`src/verilog/pulse_accum_pkg.sv`:
```
package pulse_accum_pkg;

  // Register indices; each register is one aligned word at four times its index
  localparam logic [7:0] OFF_A_CONTROL = 8'h20;
  localparam logic [7:0] OFF_A_FLAGS = 8'h21;
  localparam logic [7:0] OFF_COUNT3 = 8'h22;
  localparam logic [7:0] OFF_COUNT2 = 8'h23;
  localparam logic [7:0] OFF_COUNT1 = 8'h24;
  localparam logic [7:0] OFF_COUNT0 = 8'h25;
  localparam logic [7:0] OFF_MOD_CONTROL = 8'h26;
  // Extra registers for loose control bits, the modulus count and the status flags
  localparam logic [7:0] OFF_AUX_CONTROL = 8'h38;
  localparam logic [7:0] OFF_MOD_COUNT = 8'h39;
  localparam logic [7:0] OFF_STATUS = 8'h3A;

  // Field positions of the A control register
  localparam int A_SYS_ON_BIT = 6;
  localparam int A_MODE_BIT = 5;
  localparam int A_EDGE_BIT = 4;
  localparam int A_CLK_HI_BIT = 3;
  localparam int A_CLK_LO_BIT = 2;
  localparam int A_WRAP_IE_BIT = 1;
  localparam int A_INPUT_IE_BIT = 0;
  // Flag register fields
  localparam int FLAG_WRAP_BIT = 1;
  localparam int FLAG_EDGE_BIT = 0;
  // Modulus control fields
  localparam int MC_IRQ_EN_BIT = 7;
  localparam int MC_RELOAD_BIT = 6;
  localparam int MC_READ_LOAD_BIT = 5;
  localparam int MC_LATCH_BIT = 4;
  localparam int MC_FORCE_LOAD_BIT = 3;
  localparam int MC_ON_BIT = 2;
  // Auxiliary control fields
  localparam int AUX_TIMER_ON_BIT = 0;
  localparam int AUX_FAST_CLR_BIT = 1;
  localparam int AUX_SATURATE_BIT = 2;
  localparam int AUX_BUF_ON_BIT = 3;
  localparam int AUX_LATCH_OR_QUEUE_SEL_BIT = 4;
  localparam int AUX_ACC3_ON_BIT = 5;
  localparam int AUX_ACC2_ON_BIT = 6;
  localparam int AUX_B_ON_BIT = 7;

  // Values after reset and counts
  localparam logic [7:0] RESET_BYTE = 8'h00;
  localparam logic [15:0] MOD_PRESET = 16'hFFFF;
  localparam int GATE_DIVIDE = 64;
  localparam logic [1:0] AXI_OKAY = 2'b00;
  localparam logic [1:0] AXI_SLVERR = 2'b10;

  // Counter clock select codes
  typedef enum logic [1:0] {
    CLK_PRESCALER = 2'b00,
    CLK_ACCUM = 2'b01,
    CLK_ACCUM_256 = 2'b10,
    CLK_ACCUM_65536 = 2'b11
  } clock_sel_t;

  // Pin group toward the timer
  typedef struct packed {
    logic timer_pin_7;
    logic timer_pin_3;
    logic timer_pin_0;
    logic prescaler_tick;
  } pin_in_t;

  // Request outputs
  typedef struct packed {
    logic accum_a_wrap_irq;
    logic accum_input_irq;
    logic mod_underflow_irq;
    logic counter_clock_tick;
    logic capture_latch;
  } event_out_t;

endpackage

```
`src/verilog/pulse_accumulator_modulus_counter.sv`:
```
`timescale 1ns/1ps
module pulse_accumulator_modulus_counter (
  input wire logic aclk,
  input wire logic aresetn,
  input wire logic [7:0] s_axi_awaddr,
  input wire logic s_axi_awvalid,
  output logic s_axi_awready,
  input wire logic [31:0] s_axi_wdata,
  input wire logic [3:0] s_axi_wstrb,
  input wire logic s_axi_wvalid,
  output logic s_axi_wready,
  output logic [1:0] s_axi_bresp,
  output logic s_axi_bvalid,
  input wire logic s_axi_bready,
  input wire logic [7:0] s_axi_araddr,
  input wire logic s_axi_arvalid,
  output logic s_axi_arready,
  output logic [31:0] s_axi_rdata,
  output logic [1:0] s_axi_rresp,
  output logic s_axi_rvalid,
  input wire logic s_axi_rready,
  input wire pulse_accum_pkg::pin_in_t pins,
  output pulse_accum_pkg::event_out_t events
);
  import pulse_accum_pkg::*;

  // Control registers
  logic [7:0] a_control;
  logic [7:0] aux_control;
  logic [7:0] mod_control;
  logic wrap_a_flag;
  logic edge_flag;
  logic wrap_b_flag;
  logic [7:0] acc3, acc2, acc1, acc0;
  logic [15:0] mod_count;
  logic [15:0] mod_load;
  logic [1:0] active_prescale;
  logic [3:0] mod_prescale_cnt;
  logic mod_zero_flag;
  // Pin history for edge detection
  logic pin7_q, pin3_q, pin0_q;
  logic [5:0] gate_div;
  logic [15:0] tick_div;

  // Write channel capture
  logic [7:0] aw_addr;
  logic aw_held, w_held;
  logic [31:0] w_data;
  logic [3:0] w_strb;
  logic wr_fire;
  logic rd_fire;
  logic [7:0] ar_idx; // Word index of the read address

  // Decoded enables
  logic a_on, b_on, gated, edge_sel, timer_on, saturate;
  logic fast_clr;
  assign a_on = a_control[A_SYS_ON_BIT];
  assign b_on = aux_control[AUX_B_ON_BIT];
  assign gated = a_control[A_MODE_BIT];
  assign edge_sel = a_control[A_EDGE_BIT];
  assign timer_on = aux_control[AUX_TIMER_ON_BIT];
  assign saturate = aux_control[AUX_SATURATE_BIT];
  assign fast_clr = aux_control[AUX_FAST_CLR_BIT];

  // Pin 7, pin 3 and pin 0 edges and the gated div64 tick
  logic rise7, fall7, rise3, fall3, rise0, fall0;
  logic div64_tick, count_a_tick, trail_edge;
  assign rise7 = pins.timer_pin_7 & ~pin7_q;
  assign fall7 = ~pins.timer_pin_7 & pin7_q;
  assign rise3 = pins.timer_pin_3 & ~pin3_q;
  assign fall3 = ~pins.timer_pin_3 & pin3_q;
  assign rise0 = pins.timer_pin_0 & ~pin0_q;
  assign fall0 = ~pins.timer_pin_0 & pin0_q;
  assign div64_tick = timer_on && pins.prescaler_tick &&
                      (gate_div == 6'(GATE_DIVIDE - 1));
  assign count_a_tick = gated ?
    (div64_tick && (pins.timer_pin_7 ^ edge_sel)) :
    (edge_sel ? rise7 : fall7);
  assign trail_edge = edge_sel ? rise7 : fall7;

  // Byte count tick for single-byte accumulators
  logic acc3_tick, acc2_tick, acc1_tick, acc0_tick;
  assign acc3_tick = !a_on && aux_control[AUX_ACC3_ON_BIT] &&
                     rise3;
  assign acc2_tick = !a_on && aux_control[AUX_ACC2_ON_BIT] && rise3;
  assign acc1_tick = !b_on && rise0;
  assign acc0_tick = b_on ? rise0 : 1'b0;

  // Increment with optional saturation
  function automatic logic [7:0] bump(input logic [7:0] v, input logic sat);
    if (sat && v == 8'hFF) begin
      return v;
    end
    return v + 8'h01;
  endfunction

  // Word index of a byte address; a misaligned address names no register
  function automatic logic [7:0] word_index(input logic [7:0] a);
    return (a[1:0] == 2'b00) ? {2'b00, a[7:2]} : 8'hFF;
  endfunction

  // Index names one of the registers of this block
  function automatic logic is_reg(input logic [7:0] i);
    return (i >= OFF_A_CONTROL && i <= OFF_MOD_CONTROL) || i == OFF_AUX_CONTROL ||
      i == OFF_MOD_COUNT || i == OFF_STATUS;
  endfunction

  // Access decoding for writes and reads
  logic wr_c3, wr_c2, wr_c1, wr_c0, rd_c3, rd_c2, acc_a_touch;
  assign wr_fire = aw_held && w_held && !s_axi_bvalid;
  assign rd_fire = s_axi_arvalid && s_axi_arready;
  assign wr_c3 = wr_fire && aw_addr == OFF_COUNT3 && w_strb[0];
  assign wr_c2 = wr_fire && aw_addr == OFF_COUNT2 && w_strb[0];
  assign wr_c1 = wr_fire && aw_addr == OFF_COUNT1 && w_strb[0];
  assign wr_c0 = wr_fire && aw_addr == OFF_COUNT0 && w_strb[0];
  assign ar_idx = word_index(s_axi_araddr);
  assign rd_c3 = rd_fire && ar_idx == OFF_COUNT3;
  assign rd_c2 = rd_fire && ar_idx == OFF_COUNT2;
  assign acc_a_touch = fast_clr && (wr_c3 || wr_c2 || rd_c3 || rd_c2);

  // Latch mode and force latch
  logic latch_now;
  assign latch_now = wr_fire && aw_addr == OFF_MOD_CONTROL && w_strb[0] &&
    w_data[MC_LATCH_BIT] && aux_control[AUX_BUF_ON_BIT] &&
    aux_control[AUX_LATCH_OR_QUEUE_SEL_BIT];

  // Write address and data channels, taken in either order
  always_ff @(posedge aclk) begin
    if (!aresetn) begin
      aw_held <= 1'b0;
      w_held <= 1'b0;
      aw_addr <= 8'h00;
      w_data <= 32'h00000000;
      w_strb <= 4'h0;
      s_axi_bvalid <= 1'b0;
      s_axi_bresp <= AXI_OKAY;
    end else begin
      if (s_axi_awvalid && s_axi_awready) begin
        aw_held <= 1'b1;
        aw_addr <= word_index(s_axi_awaddr); // Misaligned lands nowhere
      end
      if (s_axi_wvalid && s_axi_wready) begin
        w_held <= 1'b1;
        w_data <= s_axi_wdata;
        w_strb <= s_axi_wstrb;
      end
      if (wr_fire) begin
        aw_held <= 1'b0;
        w_held <= 1'b0;
        s_axi_bvalid <= 1'b1;
        s_axi_bresp <= is_reg(aw_addr) ? AXI_OKAY : AXI_SLVERR;
      end else if (s_axi_bvalid && s_axi_bready) begin
        s_axi_bvalid <= 1'b0;
      end
    end
  end

  // Ready levels from registers
  always_ff @(posedge aclk) begin
    if (!aresetn) begin
      s_axi_awready <= 1'b0;
      s_axi_wready <= 1'b0;
    end else begin
      s_axi_awready <= !aw_held && !(s_axi_awvalid && s_axi_awready) && !s_axi_bvalid;
      s_axi_wready <= !w_held && !(s_axi_wvalid && s_axi_wready) && !s_axi_bvalid;
    end
  end

  // Read channel, one read at a time
  always_ff @(posedge aclk) begin
    if (!aresetn) begin
      s_axi_arready <= 1'b0;
      s_axi_rvalid <= 1'b0;
      s_axi_rdata <= 32'h00000000;
      s_axi_rresp <= AXI_OKAY;
    end else begin
      s_axi_arready <= !s_axi_rvalid && !rd_fire;
      if (rd_fire) begin
        s_axi_rvalid <= 1'b1;
        s_axi_rresp <= AXI_OKAY;
        if (ar_idx == OFF_A_CONTROL) begin
          s_axi_rdata <= {24'h000000, a_control};
        end else if (ar_idx == OFF_A_FLAGS) begin
          s_axi_rdata <= {30'h0, wrap_a_flag, edge_flag};
        end else if (ar_idx == OFF_COUNT3) begin
          s_axi_rdata <= {24'h000000, acc3};
        end else if (ar_idx == OFF_COUNT2) begin
          s_axi_rdata <= {24'h000000, acc2};
        end else if (ar_idx == OFF_COUNT1) begin
          s_axi_rdata <= {24'h000000, acc1};
        end else if (ar_idx == OFF_COUNT0) begin
          s_axi_rdata <= {24'h000000, acc0};
        end else if (ar_idx == OFF_MOD_CONTROL) begin
          // Force bits always read zero
          s_axi_rdata <= {24'h000000, mod_control};
        end else if (ar_idx == OFF_AUX_CONTROL) begin
          s_axi_rdata <= {24'h000000, aux_control};
        end else if (ar_idx == OFF_MOD_COUNT) begin
          s_axi_rdata <= {16'h0000, mod_control[MC_READ_LOAD_BIT] ?
                          mod_load : mod_count};
        end else if (ar_idx == OFF_STATUS) begin
          s_axi_rdata <= {29'h0, wrap_b_flag, mod_zero_flag, 1'b0};
        end else begin
          s_axi_rdata <= 32'h00000000;
          s_axi_rresp <= AXI_SLVERR;
        end
      end else if (s_axi_rvalid && s_axi_rready) begin
        s_axi_rvalid <= 1'b0;
      end
    end
  end

  // Control registers; force bits are not stored
  always_ff @(posedge aclk) begin
    if (!aresetn) begin
      a_control <= RESET_BYTE;
      aux_control <= RESET_BYTE;
      mod_control <= RESET_BYTE;
    end else if (wr_fire && w_strb[0]) begin
      if (aw_addr == OFF_A_CONTROL) begin
        a_control <= {1'b0, w_data[6:0]};
      end else if (aw_addr == OFF_AUX_CONTROL) begin
        aux_control <= w_data[7:0];
      end else if (aw_addr == OFF_MOD_CONTROL) begin
        mod_control <= {w_data[7:5], 2'b00, w_data[2:0]};
      end
    end
  end

  // Input pin history and divide-by-64 from the timer prescaler
  always_ff @(posedge aclk) begin
    if (!aresetn) begin
      pin7_q <= 1'b0;
      pin3_q <= 1'b0;
      pin0_q <= 1'b0;
      gate_div <= 6'h00;
    end else begin
      pin7_q <= pins.timer_pin_7;
      pin3_q <= pins.timer_pin_3;
      pin0_q <= pins.timer_pin_0;
      if (!timer_on) begin
        gate_div <= 6'h00;
      end else if (pins.prescaler_tick) begin
        gate_div <= gate_div + 6'h01;
      end
    end
  end

  // Accumulators 3 and 2: cascaded or single, writes win over ticks
  always_ff @(posedge aclk) begin
    if (!aresetn) begin
      acc3 <= RESET_BYTE;
      acc2 <= RESET_BYTE;
    end else if (latch_now) begin
      acc3 <= RESET_BYTE;
      acc2 <= RESET_BYTE;
    end else begin
      if (wr_c3) begin
        acc3 <= w_data[7:0];
      end else if (a_on && count_a_tick && acc2 == 8'hFF && !wr_c2) begin
        acc3 <= acc3 + 8'h01;
      end else if (acc3_tick) begin
        acc3 <= bump(acc3, saturate);
      end
      if (wr_c2) begin
        acc2 <= w_data[7:0];
      end else if (a_on && count_a_tick) begin
        acc2 <= acc2 + 8'h01;
      end else if (acc2_tick) begin
        acc2 <= bump(acc2, saturate);
      end
    end
  end

  // Accumulators 1 and 0
  always_ff @(posedge aclk) begin
    if (!aresetn) begin
      acc1 <= RESET_BYTE;
      acc0 <= RESET_BYTE;
    end else if (latch_now) begin
      acc1 <= RESET_BYTE;
      acc0 <= RESET_BYTE;
    end else begin
      if (wr_c1) begin
        acc1 <= w_data[7:0];
      end else if (b_on && acc0_tick && acc0 == 8'hFF && !wr_c0) begin
        acc1 <= acc1 + 8'h01;
      end else if (acc1_tick) begin
        acc1 <= bump(acc1, saturate);
      end
      if (wr_c0) begin
        acc0 <= w_data[7:0];
      end else if (acc0_tick) begin
        acc0 <= acc0 + 8'h01;
      end
    end
  end

  // Flags: hardware set wins over software clear
  logic set_wrap_a, set_edge, set_wrap_b, clr_wrap_a, clr_edge;
  // A counted edge at FF sets the flag whether byte 3 wraps or saturates
  assign set_wrap_a = !latch_now && !wr_c3 && acc3 == 8'hFF &&
    ((a_on && count_a_tick && acc2 == 8'hFF && !wr_c2) || acc3_tick);
  assign set_edge = a_on && trail_edge;
  assign set_wrap_b = !latch_now && !wr_c1 && acc1 == 8'hFF &&
    ((b_on && acc0_tick && acc0 == 8'hFF && !wr_c0) ||
     (acc1_tick && !saturate));
  assign clr_wrap_a = acc_a_touch || (wr_fire && aw_addr == OFF_A_FLAGS &&
    w_strb[0] && w_data[FLAG_WRAP_BIT]);
  assign clr_edge = acc_a_touch || (wr_fire && aw_addr == OFF_A_FLAGS &&
    w_strb[0] && w_data[FLAG_EDGE_BIT]);
  always_ff @(posedge aclk) begin
    if (!aresetn) begin
      wrap_a_flag <= 1'b0;
      edge_flag <= 1'b0;
      wrap_b_flag <= 1'b0;
    end else begin
      wrap_a_flag <= set_wrap_a | (wrap_a_flag & ~clr_wrap_a);
      edge_flag <= set_edge | (edge_flag & ~clr_edge);
      wrap_b_flag <= set_wrap_b | (wrap_b_flag & ~(wr_fire &&
        aw_addr == OFF_STATUS && w_strb[0] && w_data[2]));
    end
  end

  // Modulus down-counter with prescaler
  logic mod_on, force_load, mod_tick, load_write;
  logic [3:0] prescale_top;
  assign mod_on = mod_control[MC_ON_BIT];
  assign force_load = mod_on && wr_fire && aw_addr == OFF_MOD_CONTROL &&
                      w_strb[0] && w_data[MC_FORCE_LOAD_BIT];
  assign load_write = wr_fire && aw_addr == OFF_MOD_COUNT && (w_strb[1:0] != 2'b00);
  assign prescale_top = (active_prescale == 2'b00) ? 4'h0 :
    (active_prescale == 2'b01) ? 4'h3 : (active_prescale == 2'b10) ? 4'h7 : 4'hF;
  assign mod_tick = mod_prescale_cnt == prescale_top;
  always_ff @(posedge aclk) begin
    if (!aresetn) begin
      mod_count <= MOD_PRESET;
      mod_load <= 16'h0000;
      active_prescale <= 2'b00;
      mod_prescale_cnt <= 4'h0;
      mod_zero_flag <= 1'b0;
    end else begin
      if (load_write) begin
        mod_load <= w_data[15:0];
      end
      if (!mod_on) begin
        mod_count <= MOD_PRESET;
        mod_prescale_cnt <= 4'h0;
      end else if (force_load || load_write) begin
        mod_count <= load_write ? w_data[15:0] : mod_load;
        active_prescale <= mod_control[1:0];
        mod_prescale_cnt <= 4'h0;
      end else if (mod_count != 16'h0000) begin
        mod_prescale_cnt <= mod_tick ? 4'h0 : mod_prescale_cnt + 4'h1;
        if (mod_tick) begin
          mod_count <= mod_count - 16'h0001;
          if (mod_count == 16'h0001) begin
            mod_zero_flag <= 1'b1;
          end
        end
      end else if (mod_control[MC_RELOAD_BIT]) begin
        mod_count <= mod_load;
        active_prescale <= mod_control[1:0];
      end
      if (wr_fire && aw_addr == OFF_STATUS && w_strb[0] && w_data[1] &&
          !(mod_on && mod_tick && mod_count == 16'h0001)) begin
        mod_zero_flag <= 1'b0;
      end
    end
  end

  // Clock select and event outputs, all registered
  logic pick_tick;
  always_comb begin
    pick_tick = pins.prescaler_tick;
    if (a_on) begin
      case (clock_sel_t'(a_control[A_CLK_HI_BIT:A_CLK_LO_BIT]))
        CLK_PRESCALER: pick_tick = pins.prescaler_tick;
        CLK_ACCUM: pick_tick = count_a_tick;
        CLK_ACCUM_256: pick_tick = count_a_tick && tick_div[7:0] == 8'hFF;
        CLK_ACCUM_65536: pick_tick = count_a_tick && tick_div == 16'hFFFF;
        default: pick_tick = pins.prescaler_tick;
      endcase
    end
  end
  always_ff @(posedge aclk) begin
    if (!aresetn) begin
      tick_div <= 16'h0000;
      events <= '0;
    end else begin
      if (a_on && count_a_tick) begin
        tick_div <= tick_div + 16'h0001;
      end
      events.accum_a_wrap_irq <= wrap_a_flag && a_control[A_WRAP_IE_BIT];
      events.accum_input_irq <= edge_flag && a_control[A_INPUT_IE_BIT];
      events.mod_underflow_irq <= mod_zero_flag && mod_control[MC_IRQ_EN_BIT];
      events.counter_clock_tick <= pick_tick;
      events.capture_latch <= latch_now;
    end
  end

endmodule // pulse_accumulator_modulus_counter

```
`config.mk`:
```
export PLATFORM = sky130hd
export DESIGN_NAME = pulse_accumulator_modulus_counter
export DESIGN_NICKNAME = d
export VERILOG_FILES = /design/src/verilog/pulse_accum_pkg.sv /design/src/verilog/pulse_accumulator_modulus_counter.sv
export SDC_FILE = /design/constraint.sdc
export NUM_CORES = 1
export LEC_CHECK = 0
export BUFFER_PORTS_ARGS = -buffer_cell sky130_fd_sc_hd__buf_2
export CORE_ASPECT_RATIO = 0.75
export CORE_MARGIN = 8
export CORE_UTILIZATION = 60
export CTS_CLUSTER_SIZE = 10
export DETAILED_ROUTE_END_ITERATION = 10
export PLACE_DENSITY_LB_ADDON = 0.15
export SLEW_MARGIN = 25
export SYNTH_ARGS = -nofsm -noshare
export SYNTH_HDL_FRONTEND = slang
export SYNTH_SLANG_ARGS = --single-unit
```
`constraint.sdc`:
```
create_clock -name aclk -period 5.5 [get_ports aclk]
set_input_delay 0.275 -clock aclk [delete_from_list [all_inputs] [get_ports aclk]]
set_output_delay 0.275 -clock aclk [all_outputs]
set_load 0.005 [all_outputs]
```
# Yosys cells after proc, flatten, opt, wreduce, memory -nomap -nowiden
# Index checks and enable logic that the tools add are counted.
totals:
  reg_bits: 194
op_classes:
  addsub: 8
  magnitude_cmp: 2
  n_eq_ne: 39
  muxes: 77
  bitwise_logic: 23
  reduce_logical: 133
op_table:
  columns: ["operator", "count"]
  rows:
  - ["16-bit 2-to-1 mux", 15]
  - ["8-bit by 6-bit equality test with 1-bit output, second input constant", 20]
  - ["8-bit 2-to-1 mux", 16]
  - ["1-bit logical AND", 77]
  - ["8-bit equality test, second input constant", 5]
  - ["8-bit by 1-bit adder with 8-bit output, second input constant", 4]
  - ["2-bit 2-to-1 mux", 14]
  - ["1-bit 2-to-1 mux", 26]
  - ["16-bit by 1-bit adder with 16-bit output, second input constant", 1]
  - ["16-bit by 1-bit equality test with 1-bit output, second input constant", 1]
  - ["16-bit equality test, second input constant", 1]
  - ["1-bit zero test", 16]
  - ["4-bit 2-to-1 mux", 4]
  - ["16-bit nonzero test", 1]
  - ["16-bit by 1-bit subtractor with 16-bit output, second input constant", 1]
  - ["2-bit AND reduction", 7]
  - ["4-bit != test, second input constant", 3]
  - ["1-bit inverter", 12]
  - ["3-bit nonzero test", 4]
  - ["1-bit logical OR", 11]
  - ["2-bit nonzero test", 5]
  - ["8-bit by 6-bit >= comparator with 1-bit output, second input constant", 1]
  - ["8-bit by 6-bit <= comparator with 1-bit output, second input constant", 1]
  - ["2-bit zero test", 4]
  - ["18 further kinds", 32]

# Logic depth before layout (Yosys ltp)
logic_depth:
  ltp_word: 15
  mapped_depth: 9

# Least setup slack after synthesis
# OpenSTA, ideal clock, no wires.
synth_timing:
  path_type: "flip-flop to flip-flop"
  startpoint: "reg gate_div[0]"
  endpoint: "reg acc3[0]"
  setup_time_ps: 63
  t_arrival_ps: 1944
  slack_ps: 3493
  stages_incl_launch_ff: 8
  period_less_slack_ps: 2007
  path_cell_list: "dfxtp_1 -> ha_1 -> and4_1 -> nand4_1 -> a211oi_2 -> nor2_2 -> or4_1 -> nand3_1"
synth_between:
  elab_chain_len: 9
  word_cells_on_any_way: 12
  cone_classes: "2 x eq/ne; 3 x mux; 7 x reduce/logical"
synth_rtl:
  columns: ["item", "line", "rtl"]
  rows:
  - ["from (decl)", "pulse_accumulator_modulus_counter.sv:42", "logic [5:0] gate_div;"]
  - ["from (signal assigned)", "pulse_accumulator_modulus_counter.sv:244", "gate_div <= gate_div + 6'h01;"]
  - ["6-bit equality test (*)", "pulse_accumulator_modulus_counter.sv:75", "(gate_div == 6'(GATE_DIVIDE - 1));"]
  - ["1-bit logical AND (*)", "pulse_accumulator_modulus_counter.sv:74", "assign div64_tick = timer_on && pins.prescaler_tick &&"]
  - ["1-bit logical AND (*)", "pulse_accumulator_modulus_counter.sv:77", "(div64_tick && (pins.timer_pin_7 ^ edge_sel)) :"]
  - ["1-bit 2-to-1 mux (*)", "pulse_accumulator_modulus_counter.sv:76", "assign count_a_tick = gated ?"]
  - ["1-bit logical AND (*) (3 in series)", "pulse_accumulator_modulus_counter.sv:260", "end else if (a_on && count_a_tick && acc2 == 8'hFF && !wr_c2) begin"]
  - ["4-bit != test (no line), or another cell as far along", null, null]
  - ["2-bit AND reduction (no line) or 8-bit 2-to-1 mux (tied branches)", null, null]
  - ["to (signal assigned)", "pulse_accumulator_modulus_counter.sv:259", "acc3 <= w_data[7:0];"]
  - ["to (signal assigned)", "pulse_accumulator_modulus_counter.sv:261", "acc3 <= acc3 + 8'h01;"]
  - ["to (signal assigned)", "pulse_accumulator_modulus_counter.sv:263", "acc3 <= bump(acc3, saturate);"]
  - ["to (decl)", "pulse_accumulator_modulus_counter.sv:34", "logic [7:0] acc3, acc2, acc1, acc0;"]
# Every way passes the cells marked *; elsewhere a longest branch is shown, timed or not.
# A chain may end at the register's enable or synchronous reset.

# Final worst setup path
layout_timing:
  startpoint: "reg mod_count[2]"
  endpoint: "reg mod_count[10]"
layout_between:
  elab_chain_len: 4
  word_cells_on_any_way: 8
  cone_classes: "1 x add/sub; 1 x eq/ne; 3 x mux; 3 x reduce/logical"
layout_rtl:
  columns: ["item", "line", "rtl"]
  rows:
  - ["from (decl)", "pulse_accumulator_modulus_counter.sv:35", "logic [15:0] mod_count;"]
  - ["from (signal assigned)", "pulse_accumulator_modulus_counter.sv:350", "mod_count <= load_write ? w_data[15:0] : mod_load;"]
  - ["from (signal assigned)", "pulse_accumulator_modulus_counter.sv:356", "mod_count <= mod_count - 16'h0001;"]
  - ["from (signal assigned)", "pulse_accumulator_modulus_counter.sv:362", "mod_count <= mod_load;"]
  - ["16-bit by 1-bit subtractor with 16-bit output", "pulse_accumulator_modulus_counter.sv:356", null]
  - ["16-bit 2-to-1 mux", "pulse_accumulator_modulus_counter.sv:355", "if (mod_tick) begin"]
  - ["16-bit 2-to-1 mux", "pulse_accumulator_modulus_counter.sv:353", "end else if (mod_count != 16'h0000) begin"]
  - ["16-bit 2-to-1 mux", "pulse_accumulator_modulus_counter.sv:349", "end else if (force_load || load_write) begin"]
# Several ways; a longest one is shown, not always the timed one. The select of a mux whose other input is x is not followed.

==> flow_summary.toml <==
[yosys]
synth_seq_area_share_pct = 38.32
synth_warnings = 0
synth_edf_count = 0
synthCells = 1131
synthArstFlopShare_pct = 0
synth_area_leader_cell = "dfxtp_1"
syn_area_per_cell_um2 = 8.082
synth_top_area_share_pct = 38.32
netlist_top_cells_count = "175 x dfxtp_1, 157 x nand2_1, 99 x a21oi_1"
yosysMostFrequentCell = "dfxtp_1"
synth.area.top_cells = "dfxtp_1 38%, nand2_1 6.4%, a21oi_1 5.4%, o21ai_0 3.9%, nor2_1 3.6%"
synth_seq_cells = 175
synthFlopType = "dfxtp_1"
netlist_area_um2 = 9141
yosysUniqueCellTypes = 83

[clock_network]
postCtsSetupRepairBufs = 0
cts_sinks = 175
ctsLongestPathBuffers = 2
clkTransAtPathRegs_ns = 0.07
cts_max_level = 4
cts_buffers = 17
cts_root_buffer = "clkbuf_16"
cts_resized = 0
hold_buffers = 0
clock_latency_ns = 0.43
cts_tree = "built"

[outcome]
outcome = "finished clean"

[hold_path]
holdPathStages = 2
hold_class = "input pin to flip-flop"

[run]
drv_cap = 0

[sta]
slew_headroom_pct = 30.76
fin_tns_setup_ns = 0
whs_ns = 0.07490
final_hold_viol_count = 0
post-route-min-period_ns = 2.714
rsz0062_at_grt = "false"
max_freq_mhz = 368.5
finalCritPeriodShare_pct = 49.35
maxSlewViolCount = 0
tightestPinTransition_ns = 1.037
fin_skew_ns = 0.009803
finalSetupViolations = 0

[layout]
final_cells = 1374
final_area_um2 = 10040
fin_nets = 1229
syn_to_final_growth_pct = 9.855
n_antenna_cell = 0
fill_cells = 1273
drive_above_1_share_pct = 12.40
final_core_util_pct = 66.60

[global_route]
grt_overflow = 0
track_usage_pct = 28.11
grt_pass1_vias = 7793
antenna_found_initial = 0
grt_pass1_wl_um = 42600
grt_max_degree = 66

[floorplan]
die-height_um = 122.9
start_util_pct = 60.63
die_area_um2 = 19480
coreArea_um2 = 15080
io_pins = 109
die_w_um = 158.5
fp-row-count = 39

[critical_path]
cp-start-kind = "flip-flop"
cp_data_arrival_time_ns = 3.02
reg2regPathDepth = 6
crit_type = "flip-flop to flip-flop"
worstSetupEndpointType = "flip-flop"
required_ns = 5.81
path_cells = "nor4_1, nand4_1, and3_4, o21bai_4, o2111a_1, o21ai_1"
crit_fanout = 25
cpMaxStageDelayCell = "nor4_1"
cpPeakStageDelay_ns = 0.71

[route]
vias = 8698
viasPerCell = 6.330
drt_pass1_iterations = 5
drc = 0
wl_per_cell_um = 19.83
routed_wl_um = 27250
drt_iter0_markers = 881
ant_nets = 0

[placement]
port_buffers = 72
dp_hpwl_um = 19330
place_congestion = 1.022
placed_area_um2 = 9415
dp_cells = 1342

[pwr]
leakage_nw = 3.588
vdd_drop_max_v = 0.0002031
power_density_nw_per_um2 = 271.7
-- worst paths after layout --
path	slack (ns)	end	start
setup reg to reg	2.79	mod_count[10]	mod_count[2]
setup / recovery	2.79	mod_count[10]	mod_count[2]
hold / removal	0.07	pin3_q	pins[2]
hold reg to reg	0.45	s_axi_rdata[10]	s_axi_rdata[10]
-- sequential cells by signal, indices dropped and copies added (netlist names), 8 cells and up --
name / cells
mod_count: 16
acc0: 8
acc1: 8
aux_control: 8
w_data: 16
mod_load: 16
tick_div: 16
acc2: 8
s_axi_rdata: 16
acc3: 8
-- logic make-up after synthesis --
group,count (synthesis),synth area share [%]
DFF,175,38.32
buffers and inverters,101,5.352
and+or+nand+nor,470,26.50
adders and majority gates,10,1.369
xor gates and xnor gates,49,4.695
other,1,0.04102
muxes,34,3.778
AOI/OAI and AO/OA,291,19.94
-- cells in the final DEF, fill, tap and decap left out, types with 9 or more instances in the layout --
cell type,instances
nor3_1,33
and2_1,18
xor2_1,30
ha_1,10
buf_2,72
a21oi_1,99
dfxtp_1,175
and3_1,15
mux2i_1,30
a41oi_1,9
inv_1,13
nor2_1,87
nand2_1,157
o22ai_1,10
clkbuf_16,17
or3_1,10
o211ai_1,15
and4_1,11
nand4_1,25
nand3_1,45
a31oi_1,15
a211oi_1,15
xnor2_1,19
o21ai_0,72
nand2b_1,9
conb_1,18
-- report_power, final --
| group | switching, mW | total [mW] | internal [mW] | leakage [nW] |
|---|---|---|---|---|
| logic | 0.0932 | 0.144 | 0.0507 | 1.87 |
| registers | 0.0346 | 1.32 | 1.29 | 1.42 |
| clock network | 0.568 | 1.26 | 0.694 | 0.300 |
| total | 0.696 | 2.73 | 2.03 | 3.59 |
-- layer usage --
layer	up-vias	part of all wire (%)	global-route usage [%]	routed length (µm)
met1	4084	46	41.21	12490
met5	-	0	0	0
met3	46	12	7.440	3134
met2	432	40	39.17	11000
met4	0	2.3	9.048	620
li1	4136	-	-	-
-- through the flow --
stage	total power [mW]	setup WS, ns
after global routing	2.811	2.618
after detailed placement	1.491	2.484
after CTS	2.737	2.817
final	2.728	2.786
after floorplan	1.439	3.493
after global placement	1.489	2.520
-- critical path, delay by kind of cell (launching register included) --
family             cells  cell delay [ns]
and+or+nand+nor        3             1.35
AOI/OAI and AO/OA      3             0.88
DFF                    1             0.37
-- area by class of cell --
cell class              instances  area, µm²  area share [%]
clock inverters                15      192.7           1.919
inverters                      14      52.55          0.5233
well taps                     205      256.5           2.554
clock buffers                  17      425.4           4.236
flip-flops and latches        175       3503           34.89
repair buffers                 76      390.4           3.887
multi-input cells             872       5221           51.99
No activity file was read; power rests on OpenSTA's default activity.
